[src/core/e8fio_pkg.sv]
package e8fio_pkg;

  // Clock rate
  localparam int unsigned CLK_MHZ = 40;
  localparam int unsigned CLK_KHZ = 40_000;

  // Fast flash of the indicators, half period
  localparam int unsigned FLASH_HALF_US  = 178_571;
  localparam int unsigned FLASH_HALF_CYC = FLASH_HALF_US * CLK_MHZ;

  // Silence on the request port that counts as lost traffic
  localparam int unsigned MB_TIMEOUT_MS  = 1000;
  localparam int unsigned MB_TIMEOUT_CYC = MB_TIMEOUT_MS * CLK_KHZ;

  // Output channels and groups
  localparam int NUM_OUT = 8;
  localparam int GRP_W   = 4;
  localparam int NUM_GRP = 2;
  localparam int SW_W    = 4;

  // Function codes of the request port
  localparam logic [7:0] FC_READ_HOLD   = 8'h03;
  localparam logic [7:0] FC_READ_INPUT  = 8'h04;
  localparam logic [7:0] FC_WRITE_MULTI = 8'h10;

  // Process image: two command words, two short-circuit words
  localparam int         IDX_W        = 4;
  localparam int         WORD_W       = 16;
  localparam logic [3:0] IMG_WORDS    = 4'h2;
  localparam logic [3:0] IDX_CMD_OUT  = 4'h0;
  localparam logic [3:0] IDX_CMD_AUX  = 4'h1;
  localparam logic [3:0] IDX_SC_OUT   = 4'h0;
  localparam logic [3:0] IDX_SC_GRP   = 4'h1;
  localparam logic [15:0] CMD_RESET   = 16'h0000;
  localparam logic [15:0] DATA_NONE   = 16'h0000;

  // Node address setting, two decimal digits
  localparam int         NODE_W    = 7;
  localparam logic [3:0] DIGIT_MAX = 4'h9;
  localparam logic [6:0] BCD_SCALE = 7'h0a;
  localparam logic [6:0] ADDR_NONE = 7'h00;

  // Link progress, Gray coded along off, config, cyclic, lost
  typedef enum logic [1:0] {
    COMM_OFF  = 2'b00,
    COMM_CFG  = 2'b01,
    COMM_CYC  = 2'b11,
    COMM_LOST = 2'b10
  } e8fio_comm_t;

endpackage : e8fio_pkg

[src/core/e8fio_blink.sv]
`timescale 1ns/1ps
module e8fio_blink #(
  parameter int unsigned HALF_CYC = e8fio_pkg::FLASH_HALF_CYC
) (
  input  wire logic clk_sys,
  input  wire logic arst_n,
  output logic      blink_ff
);
  import e8fio_pkg::*;

  logic [31:0] cnt_ff;
  logic [31:0] nxt_cnt;
  logic        nxt_blink;

  // Free-running half-period counter
  always_comb begin
    nxt_cnt   = cnt_ff + 32'h1;
    nxt_blink = blink_ff;
    if (cnt_ff >= 32'(HALF_CYC - 1)) begin
      nxt_cnt   = 32'h0;
      nxt_blink = ~blink_ff;
    end
  end

  always_ff @(posedge clk_sys or negedge arst_n) begin
    if (!arst_n) begin
      cnt_ff   <= 32'h0;
      blink_ff <= 1'b0;
    end else begin
      cnt_ff   <= nxt_cnt;
      blink_ff <= nxt_blink;
    end
  end

endmodule : e8fio_blink

[src/core/e8fio_top.sv]
// How it works
// - On link fault, groups clear or hold
// - Switch changes take effect at once
// - Switch 1 picks hold for outputs 1-4
// - Switch 2 picks hold for outputs 5-8
// - Switches 3 and 4 are ignored
// - Comm light: off, flashing, or steady
// - I/O mode: fault flashes on missing partner
// - Modbus mode: flash on silence or short
// - Fault steady on critical error, else flashing or off
// - Output lights show state, group 1 flashes on a short in outputs 1-4
// - Group 2 lights flash on a short in outputs 5-8
// - Address 01 to 99 valid, 00 unset
// - Four 16-bit words in process image
// - Command words read 03, written 16
`timescale 1ns/1ps
module e8fio_top #(
  parameter int unsigned FLASH_HALF_CYC = e8fio_pkg::FLASH_HALF_CYC,
  parameter int unsigned MB_TIMEOUT_CYC = e8fio_pkg::MB_TIMEOUT_CYC
) (
  input  wire logic                          clk_sys,
  input  wire logic                          arst_n,
  input  wire logic [e8fio_pkg::SW_W-1:0]    sw_cfg,
  input  wire logic [3:0]                    addr_tens,
  input  wire logic [3:0]                    addr_ones,
  input  wire logic                          link_ok,
  input  wire logic                          io_mode,
  input  wire logic                          config_mode,
  input  wire logic                          input_module_found,
  input  wire logic                          crit_err,
  input  wire logic [e8fio_pkg::NUM_OUT-1:0] sc_det,
  input  wire logic                          req_valid,
  input  wire logic [7:0]                    req_fc,
  input  wire logic [e8fio_pkg::IDX_W-1:0]   req_index,
  input  wire logic [e8fio_pkg::WORD_W-1:0]  req_wdata,
  output logic                               resp_valid_ff,
  output logic                               resp_exc_ff,
  output logic [e8fio_pkg::WORD_W-1:0]       resp_data_ff,
  output logic [e8fio_pkg::NUM_OUT-1:0]      dout_ff,
  output logic [e8fio_pkg::NUM_OUT-1:0]      per_output_indicators_ff,
  output logic                               comm_indicator_ff,
  output logic                               fault_indicator_ff,
  output logic                               supply_indicator_ff,
  output logic [e8fio_pkg::NODE_W-1:0]       node_addr_ff,
  output logic                               addressed_ff
);
  import e8fio_pkg::*;

  //////////////////////////////////////////////////////////////////////////
  // Declarations
  logic                blink;
  logic [NODE_W-1:0]   nxt_node_addr;
  logic                nxt_addressed;
  logic [WORD_W-1:0]   cmd_ff [NUM_GRP];
  logic [WORD_W-1:0]   nxt_cmd [NUM_GRP];
  logic                nxt_resp_valid;
  logic                nxt_resp_exc;
  logic [WORD_W-1:0]   nxt_resp_data;
  logic [WORD_W-1:0]   sc_word [NUM_GRP];
  logic [NUM_OUT-1:0]  sc_ff;
  logic [NUM_GRP-1:0]  grp_sc;
  logic [NUM_GRP-1:0]  grp_hold;
  logic                take;
  logic                idx_ok;
  logic [31:0]         mb_cnt_ff;
  logic [31:0]         nxt_mb_cnt;
  logic                mb_lost_ff;
  logic                nxt_mb_lost;
  e8fio_comm_t         comm_ff;
  e8fio_comm_t         nxt_comm;
  logic                comm_fault;
  logic                flash_cond;
  logic                nxt_comm_ind;
  logic                nxt_fault_ind;
  logic [NUM_OUT-1:0]  nxt_dout;
  logic [NUM_OUT-1:0]  nxt_ind;

  //////////////////////////////////////////////////////////////////////////
  // Flash source for the comm, fault and output indicators; the supply light stays steady
  e8fio_blink #(
    .HALF_CYC (FLASH_HALF_CYC)
  ) u_blink (
    .clk_sys  (clk_sys),
    .arst_n   (arst_n),
    .blink_ff (blink)
  );

  //////////////////////////////////////////////////////////////////////////
  // Node address decode from the two digit wheels
  always_comb begin
    nxt_node_addr = ADDR_NONE;
    nxt_addressed = 1'b0;
    if (addr_tens <= DIGIT_MAX && addr_ones <= DIGIT_MAX) begin
      nxt_node_addr = NODE_W'(addr_tens) * BCD_SCALE + NODE_W'(addr_ones);
      nxt_addressed = (nxt_node_addr != ADDR_NONE);
    end
  end

  always_ff @(posedge clk_sys or negedge arst_n) begin
    if (!arst_n) begin
      node_addr_ff <= ADDR_NONE;
      addressed_ff <= 1'b0;
    end else begin
      node_addr_ff <= nxt_node_addr;
      addressed_ff <= nxt_addressed;
    end
  end

  //////////////////////////////////////////////////////////////////////////
  // Process image access: commands and short-circuit words
  assign sc_word[0] = WORD_W'(sc_ff);
  assign sc_word[1] = WORD_W'(grp_sc);
  assign take       = req_valid && addressed_ff;
  assign idx_ok     = (req_index < IMG_WORDS);

  always_comb begin
    nxt_cmd        = cmd_ff;
    nxt_resp_valid = take;
    nxt_resp_exc   = 1'b0;
    nxt_resp_data  = DATA_NONE;
    if (take) begin
      case (req_fc)
        FC_READ_HOLD: begin
          if (idx_ok) nxt_resp_data = cmd_ff[req_index[0]];
          else nxt_resp_exc = 1'b1;
        end
        FC_WRITE_MULTI: begin
          if (idx_ok) begin
            nxt_cmd[req_index[0]] = req_wdata;
            nxt_resp_data         = req_wdata;
          end else begin
            nxt_resp_exc = 1'b1;
          end
        end
        FC_READ_INPUT: begin
          if (idx_ok) nxt_resp_data = sc_word[req_index[0]];
          else nxt_resp_exc = 1'b1;
        end
        default: nxt_resp_exc = 1'b1;
      endcase
    end
  end

  always_ff @(posedge clk_sys or negedge arst_n) begin
    if (!arst_n) begin
      cmd_ff[0]     <= CMD_RESET;
      cmd_ff[1]     <= CMD_RESET;
      resp_valid_ff <= 1'b0;
      resp_exc_ff   <= 1'b0;
      resp_data_ff  <= DATA_NONE;
      sc_ff         <= '0;
    end else begin
      cmd_ff        <= nxt_cmd;
      resp_valid_ff <= nxt_resp_valid;
      resp_exc_ff   <= nxt_resp_exc;
      resp_data_ff  <= nxt_resp_data;
      sc_ff         <= sc_det;
    end
  end

  //////////////////////////////////////////////////////////////////////////
  // Traffic watchdog; any taken request restarts it
  always_comb begin
    nxt_mb_cnt  = mb_cnt_ff;
    nxt_mb_lost = mb_lost_ff;
    if (take) begin
      nxt_mb_cnt  = 32'h0;
      nxt_mb_lost = 1'b0;
    end else if (mb_cnt_ff >= 32'(MB_TIMEOUT_CYC - 1)) begin
      nxt_mb_lost = 1'b1;
    end else begin
      nxt_mb_cnt = mb_cnt_ff + 32'h1;
    end
  end

  always_ff @(posedge clk_sys or negedge arst_n) begin
    if (!arst_n) begin
      mb_cnt_ff  <= 32'h0;
      mb_lost_ff <= 1'b1;
    end else begin
      mb_cnt_ff  <= nxt_mb_cnt;
      mb_lost_ff <= nxt_mb_lost;
    end
  end

  //////////////////////////////////////////////////////////////////////////
  // Link progress state machine
  always_comb begin
    nxt_comm = comm_ff;
    case (comm_ff)
      COMM_OFF: begin
        if (link_ok) nxt_comm = COMM_CFG;
      end
      COMM_CFG: begin
        if (!link_ok) nxt_comm = COMM_OFF;
        else if (addressed_ff && !config_mode) nxt_comm = COMM_CYC;
      end
      COMM_CYC: begin
        if (!link_ok) nxt_comm = COMM_OFF;
        else if (!addressed_ff || config_mode) nxt_comm = COMM_CFG;
        else if (!io_mode && mb_lost_ff) nxt_comm = COMM_LOST;
      end
      COMM_LOST: begin
        if (!link_ok) nxt_comm = COMM_OFF;
        else if (!addressed_ff || config_mode) nxt_comm = COMM_CFG;
        else if (io_mode || !mb_lost_ff) nxt_comm = COMM_CYC;
      end
      default: nxt_comm = COMM_OFF;
    endcase
  end

  always_ff @(posedge clk_sys or negedge arst_n) begin
    if (!arst_n) comm_ff <= COMM_OFF;
    else comm_ff <= nxt_comm;
  end

  //////////////////////////////////////////////////////////////////////////
  // Fault behaviour per group, switches read live every cycle
  assign comm_fault = (comm_ff != COMM_CYC);
  assign grp_hold   = sw_cfg[NUM_GRP-1:0];

  genvar gi;
  generate
    for (gi = 0; gi < NUM_OUT; gi++) begin : g_out
      if (gi % GRP_W == 0) begin : g_grp
        assign grp_sc[gi/GRP_W] = |sc_ff[gi +: GRP_W];
      end
      // Command, or safe state whenever the link is not in cyclic exchange
      assign nxt_dout[gi] = comm_fault
                          ? (grp_hold[gi/GRP_W] & dout_ff[gi])
                          : cmd_ff[IDX_CMD_OUT[0]][gi];
      // Output state, or group flash on a short
      assign nxt_ind[gi]  = grp_sc[gi/GRP_W] ? blink : dout_ff[gi];
    end
  endgenerate

  //////////////////////////////////////////////////////////////////////////
  // Indicators
  always_comb begin
    flash_cond = io_mode
               ? (!input_module_found || !link_ok)
               : (comm_ff == COMM_LOST || !link_ok || |grp_sc);
    case (comm_ff)
      COMM_CYC: nxt_comm_ind = 1'b1;
      COMM_CFG: nxt_comm_ind = blink;
      default:  nxt_comm_ind = 1'b0;
    endcase
    if (crit_err) nxt_fault_ind = 1'b1;
    else if (flash_cond) nxt_fault_ind = blink;
    else nxt_fault_ind = 1'b0;
  end

  always_ff @(posedge clk_sys or negedge arst_n) begin
    if (!arst_n) begin
      dout_ff                  <= '0;
      per_output_indicators_ff <= '0;
      comm_indicator_ff        <= 1'b0;
      fault_indicator_ff       <= 1'b0;
      supply_indicator_ff      <= 1'b0;
    end else begin
      dout_ff                  <= nxt_dout;
      per_output_indicators_ff <= nxt_ind;
      comm_indicator_ff        <= nxt_comm_ind;
      fault_indicator_ff       <= nxt_fault_ind;
      supply_indicator_ff      <= 1'b1;
    end
  end
endmodule : e8fio_top

[config.mk]
export PLATFORM = sky130hd
export DESIGN_NAME = e8fio_top
export DESIGN_NICKNAME = d
export VERILOG_FILES = /design/src/core/e8fio_pkg.sv /design/src/core/e8fio_blink.sv /design/src/core/e8fio_top.sv
export SDC_FILE = /design/constraint.sdc
export NUM_CORES = 1
export LEC_CHECK = 0
export BUFFER_PORTS_ARGS = -buffer_cell sky130_fd_sc_hd__buf_4
export CORE_MARGIN = 10
export CORE_UTILIZATION = 57
export DETAILED_ROUTE_END_ITERATION = 10
export GPL_ROUTABILITY_DRIVEN = 0
export PLACE_DENSITY = 0.8
export SETUP_SLACK_MARGIN = 0.1
export SLEW_MARGIN = 30
export SYNTH_ARGS = -nofsm -noshare
export SYNTH_HDL_FRONTEND = slang
export SYNTH_SLANG_ARGS = --single-unit
export TNS_END_PERCENT = 100
[constraint.sdc]
create_clock -name clk_sys -period 2.22 [get_ports clk_sys]
set_input_delay 0.111 -clock clk_sys [delete_from_list [all_inputs] [get_ports clk_sys]]
set_output_delay 0.111 -clock clk_sys [all_outputs]
set_load 0.1 [all_outputs]
==> key figures, run 1 <==
Power
  – Power Total: 6.51 mW
  – Pwr per Cell Area: 732 mW/mm²
  – Peak supply drop: 0.517 mV
  – Lkg Pwr: 4.02 nW

Die
  – # IOs: 101
  – Initial Util: 59.0%
  – Die height: 129 µm
  – Core area: 0.0116 mm²
  – Die ar.: 0.0167 mm²
  – Num rows: 39
  – Width of the chip: 129 µm

Clock network
  – Clk root buf: clkbuf_16
  – Clk buf depth: 2
  – Clk pin slew, worst setup/hold paths: 0.06 ns
  – Num Clock Sinks: 153
  – CTS Buf Count: 17
  – H-Tree Depth: 4
  – CTS tree: built
  – Skew-Pair Late Insertion Delay: 0.42 ns

STA
  – RSZ-0062 raised after global routing: true
  – Fin crit period: 2.17 ns
  – Final worst setup slack: 0.0538 ns
  – Worst slew pin tran: 0.799 ns
  – Worst clock skew: 0.00797 ns
  – Tcrit/Tclk final: 97.6%
  – Final Setup Violations: 0
  – Worst rel slew slack: 46.2%
  – Worst hold slack: 0.101 ns
  – Setup TNS: 0 ns
  – Pins Over Slew Limit: 0
  – Hold Vio Cnt, Final: 0
  – Fmax: 0.462 GHz

Worst hold path
  – Worst Hold Path Cells: 4
  – Hold path startpoint: addr_tens[3]
  – End of the worst hold path: node_addr_ff[6]
  – Hold Crit Class: input pin to flop

Setup path
  – Worst r2r src: mb_cnt_ff[27]
  – CP Launch Point: mb_cnt_ff[27]
  – Required @ worst endpoint: 2.56 ns
  – Reg2reg setup slack: 0.05 ns
  – CP arrival: 2.50 ns
  – Setup crit end kind: flop
  – FF-to-FF path depth: 6
  – Critical Path Start Type: flop
  – CP Max Fanout: 22
  – Setup CP Type: flop to flop
  – Worst R2R End: mb_cnt_ff[7]

Synthesis
  – Post-synth top flop: dfrtp_1
  – Post-synth cell types: 53
  – Ys async rst share: 100%
  – Post-Syn Area: 0.00682 mm²
  – Seq/Total Area, Yosys: 56.1%
  – Cell count after synthesis: 626
  – Synthesized area per cell: 10.9 µm²
  – Synth warnings: 0
  – Synthesized flop and latch total: 153
  – Number of synthesized flops with an enable pin: 0

Drt
  – Routed via count: 5,627
  – DRC viols: 0
  – Wirelength per Cell: 18.9 µm
  – Initial DRC Count: 574
  – Final ANT Viol Nets: 0
  – First-pass iteration count of the detailed router: 7
  – Post-Route WL: 17,800 µm
  – Drt via density: 5.97

GRT
  – GRT Total Usage: 21.8%
  – Vias in the first global route: 5,761
  – First-pass GRT wire length: 28,900 µm
  – GRT overflow: 0
  – Initial antenna violation count: 0
  – Pin count of the biggest net entering global routing: 59

Finish
  – Most common cell after layout, fill and taps aside: dfrtp_1
  – Share of layout cells above drive strength 1: 26.4%
  – Nets: 856
  – Final Instance Area: 0.00889 mm²
  – Final core occ: 76.9%
  – Commonest cells after routing, fill and taps aside: dfrtp_1 (151), buf_4 (120), nand2_1 (64), nor2_1 (59), mux2_2 (42)
  – Area grow syn2layout: 30.3%
  – Antenna cells: 0
  – Layout Cells excl Fill: 942
  – Fillers: 677

Placed design
  – Dpl hpwl: 11,500 µm
  – Placed inst area: 0.00790 mm²
  – PortBufs: 98
  – Number of placed instances, taps included: 874
  – Pre-CTS setup slack: -0.0333 ns

Run status
  – Status: complete, no violations

Run
  – Max Cap Viol: 0
[area by class of cell]
class / instances / area (µm²) / share of cell area, %
sequential: 153 / 3830 / 43.1
multi-input combinational: 446 / 2910 / 32.8
timing repair buffer: 161 / 1380 / 15.5
clock buffer: 21 / 450 / 5.07
tap: 143 / 179 / 2.01
clock inverter: 8 / 100 / 1.13
inverter: 10 / 37.5 / 0.422
[synthesized netlist by cell type, types with 2 or more instances]
cell type	number	area share, %
conb_1	2	0.11
a21o_1	2	0.22
a22oi_1	10	1.1
nand4_1	12	1.1
and4b_1	2	0.29
nand4b_1	2	0.26
nand2b_1	4	0.37
clkbuf_1	16	0.88
a211oi_1	2	0.22
or4_1	18	2.0
o21a_1	2	0.22
and3_1	10	0.92
o211ai_1	2	0.22
nand2_1	64	3.5
xnor2_1	13	1.7
nor4_1	9	0.83
buf_4	2	0.22
and2_1	10	0.92
buf_2	4	0.29
xor2_1	14	1.8
nor4bb_1	2	0.29
nor3_1	9	0.66
nand3_1	28	2.1
or3_1	11	1.0
ha_1	9	1.7
a21oi_1	32	2.3
and4_1	3	0.39
o31ai_1	15	1.7
a222oi_1	6	0.88
a31oi_1	3	0.28
dfrtp_1	152	56
a22o_1	6	0.77
nor2_1	59	3.2
o21ai_0	21	1.5
mux2_2	42	6.9
inv_1	9	0.50
fa_1	2	0.59
o21ai_1	2	0.15
[worst max-delay path: stages (launching register included)]
cell and delay, ns:
dfrtp_1 0.37, or4_4 0.54, nor3_4 0.18, nand2_2 0.11
buf_12 0.17, or4_1 0.53, a21oi_2 0.17
[what timing repair did]
item                                    4_1_cts  5_1_grt
endpoints found under the setup margin       12       22
buffers inserted                              1        2
gates cloned                                  1        0
endpoints found under the hold margin       110        0
resized for setup                             2        7
pin swaps                                     5        7
hold buffers                                 35        0
[worst max path at each step]
stage                    end  slack, ns  depth (start not counted)
3_5_place_dp    addressed_ff      -0.03                         10
2_1_floorplan     cmd_ff[10]       0.14                          6
3_3_place_gp    addressed_ff       0.07                         10
5_1_grt        mb_cnt_ff[17]      -0.04                          6
6_report        mb_cnt_ff[7]       0.05                          6
4_1_cts         mb_cnt_ff[7]       0.04                          6
[cell families after synthesis]
kind of cell / count (synthesis) / synth area share [%]
AO/OA/AOI/OAI: 105 / 9.89
adder cells (fa/ha/maj): 11 / 2.24
flip-flops: 153 / 56.1
multiplexers: 42 / 6.93
buffers and inverters: 35 / 2.24
other: 2 / 0.110
AND/OR/NAND/NOR: 251 / 19.0
XOR/XNOR: 27 / 3.47
[registers in the layout (all words and copies together) (netlist names), 2 cells and up]
| name | flops |
|---|---|
| cmd_ff | 32 |
| mb_cnt_ff | 32 |
| u_blink.cnt_ff | 32 |
| resp_data_ff | 16 |
| dout_ff | 8 |
| per_output_indicators_ff | 8 |
| sc_ff | 8 |
| node_addr_ff | 7 |
| comm_ff | 2 |
[where the power goes]
group | switching, mW | internal (mW)
logic | 0.585 | 0.275
clock network | 1.05 | 1.66
registers | 0.0578 | 2.88
total | 1.69 | 4.82
[layer usage]
| metal | vias up | routed length, µm | track usage (%) |
|---|---|---|---|
| met3 | 38 | 1300 | 6.36 |
| li1 | 2583 | - | - |
| met1 | 2798 | 6770 | 24.3 |
| met5 | - | 0 | 0 |
| met4 | 0 | 427 | 8.96 |
| met2 | 208 | 9350 | 38.4 |
Note: power is estimated with default switching activity, not from simulation.
==> inputs of run 2 (changes only) <==
--- a/config.mk
+++ b/config.mk
@@ -8,6 +8,7 @@
 export BUFFER_PORTS_ARGS = -buffer_cell sky130_fd_sc_hd__buf_4
 export CORE_MARGIN = 10
 export CORE_UTILIZATION = 57
+export CTS_BUF_LIST = sky130_fd_sc_hd__clkbuf_16
 export DETAILED_ROUTE_END_ITERATION = 10
 export GPL_ROUTABILITY_DRIVEN = 0
 export PLACE_DENSITY = 0.8
==> run 2 against run 1 <==
Total power down 0.80%. Non-clock buffer count did not move. Largest cell class unchanged. Sequential share of layout area about the same. Highest routed layer unchanged. Largest power group unchanged.
==> key figures, run 2 (synthesis results as in run 1) <==
Clock network
  – CTS Buf Count: 17
  – Clk root buf: clkbuf_16
  – Skew-Pair Late Insertion Delay: 0.42 ns
  – CTS tree: built
  – H-Tree Depth: 4
  – Clk pin slew, worst setup/hold paths: 0.06 ns
  – Num Clock Sinks: 153
  – Clk buf depth: 2

GRT
  – Vias in the first global route: 5,813
  – Pin count of the biggest net entering global routing: 59
  – First-pass GRT wire length: 29,000 µm
  – GRT Total Usage: 21.8%
  – GRT overflow: 0
  – Initial antenna violation count: 0

Drt
  – First-pass iteration count of the detailed router: 7
  – Routed via count: 5,678
  – DRC viols: 0
  – Final ANT Viol Nets: 0
  – Drt via density: 6.03
  – Initial DRC Count: 597
  – Wirelength per Cell: 19.0 µm
  – Post-Route WL: 17,900 µm

Setup path
  – Reg2reg setup slack: 0.05 ns
  – CP arrival: 2.51 ns
  – FF-to-FF path depth: 6
  – Critical Path Start Type: flop
  – Required @ worst endpoint: 2.56 ns
  – Worst R2R End: mb_cnt_ff[7]
  – CP Max Fanout: 22
  – Worst r2r src: mb_cnt_ff[27]
  – Setup CP Type: flop to flop
  – Setup crit end kind: flop

Die
  – Die ar.: 0.0167 mm²
  – Initial Util: 59.0%
  – Core area: 0.0116 mm²
  – Width of the chip: 129 µm
  – # IOs: 101
  – Die height: 129 µm
  – Num rows: 39

Placed design
  – Dpl hpwl: 11,500 µm
  – Number of placed instances, taps included: 874
  – PortBufs: 98
  – Pre-CTS setup slack: -0.0333 ns
  – Placed inst area: 0.00790 mm²

STA
  – Fin crit period: 2.17 ns
  – Worst slew pin tran: 0.786 ns
  – Final worst setup slack: 0.0489 ns
  – Fmax: 0.461 GHz
  – Hold Vio Cnt, Final: 0
  – Worst clock skew: 0.00763 ns
  – Tcrit/Tclk final: 97.8%
  – RSZ-0062 raised after global routing: true
  – Pins Over Slew Limit: 0
  – Final Setup Violations: 0
  – Worst rel slew slack: 47.1%
  – Setup TNS: 0 ns

Worst hold path
  – Worst Hold Path Cells: 4
  – Hold path startpoint: addr_tens[3]
  – Hold Crit Class: input pin to flop
  – End of the worst hold path: node_addr_ff[6]

Finish
  – Commonest cells after routing, fill and taps aside: dfrtp_1 (151), buf_4 (120), nand2_1 (64), nor2_1 (59), mux2_2 (42)
  – Layout Cells excl Fill: 942
  – Nets: 856
  – Seq. cell area: 0.00383 mm²
  – Final Instance Area: 0.00888 mm²
  – Antenna cells: 0
  – Most common cell after layout, fill and taps aside: dfrtp_1
  – Multi-input combinational cell area: 0.00291 mm²
  – Largest regs: cmd_ff: 32 flops, mb_cnt_ff: 32 flops, u_blink.cnt_ff: 32 flops
  – Share of layout cells above drive strength 1: 26.3%
  – Fillers: 674
  – Area grow syn2layout: 30.2%

Run status
  – Status: complete, no violations

Power
  – Power Total: 6.46 mW
  – Pwr per Cell Area: 727 mW/mm²
  – Peak supply drop: 0.516 mV
  – Lkg Pwr: 4.03 nW

Run
  – Max Cap Viol: 0
[run 2: cell types whose count changed in the layout (fill, tap and decap cells not counted)]
cell and change:
clkinv_1 +1, clkbuf_8 -1, inv_1 +3, clkbuf_1 -3
[run 2: cell type report]
class | count | share of cell area, %
tap | 143 | 2.02
timing repair buffer | 161 | 15.5
clock inverter | 12 | 1.30
inverter | 10 | 0.423
sequential | 153 | 43.2
clock buffer | 17 | 4.79
multi-input combinational | 446 | 32.8
[run 2: per-layer routing]
metal	track usage (%)	vias up	wire length, µm
met3	6.16	53	1310
met2	37.8	224	9200
met1	24.5	2818	6820
met4	10.4	0	573
met5	0	-	0
li1	-	2583	-
[run 2: how the worst max path moves through the flow]
stage                    end  slack, ns          start
3_5_place_dp    addressed_ff      -0.03   addr_tens[1]
3_3_place_gp    addressed_ff       0.07   addr_tens[1]
6_report        mb_cnt_ff[7]       0.05  mb_cnt_ff[27]
4_1_cts         mb_cnt_ff[7]       0.04  mb_cnt_ff[27]
5_1_grt        mb_cnt_ff[17]      -0.04  mb_cnt_ff[27]
2_1_floorplan     cmd_ff[10]       0.14   addressed_ff
[run 2: stage by stage]
step,util (%),hold slack (ns)
6_report,76.8,0.101
4_1_cts,76.4,0.0641
5_1_grt,76.8,0.116
3_5_place_dp,68.3,0.0719
2_1_floorplan,-,-0.185
3_3_place_gp,68.3,0.0670
[run 2: report_power, final]
part           internal [mW]  switching (mW)  leakage, nW  total (mW)
Clock                   1.61            1.05        0.275        2.66
Sequential              2.88          0.0571         2.07        2.94
Combinational          0.275           0.585         1.69       0.860
[run 2: timing repair]
action / 4_1_cts / 5_1_grt
gates cloned: 1 / 0
endpoints found under the hold margin: 110 / 0
hold buffers: 35 / 0
pin swaps: 5 / 7
gates resized for setup: 2 / 7
setup endpoints to repair: 12 / 22
setup buffers: 1 / 2
[run 2: critical path, stage by stage (launching register included)]
cell     delay, ns
dfrtp_1       0.37
or4_4         0.54
nor3_4        0.18
nand2_2       0.12
buf_12        0.17
or4_1         0.53
a21oi_2       0.17
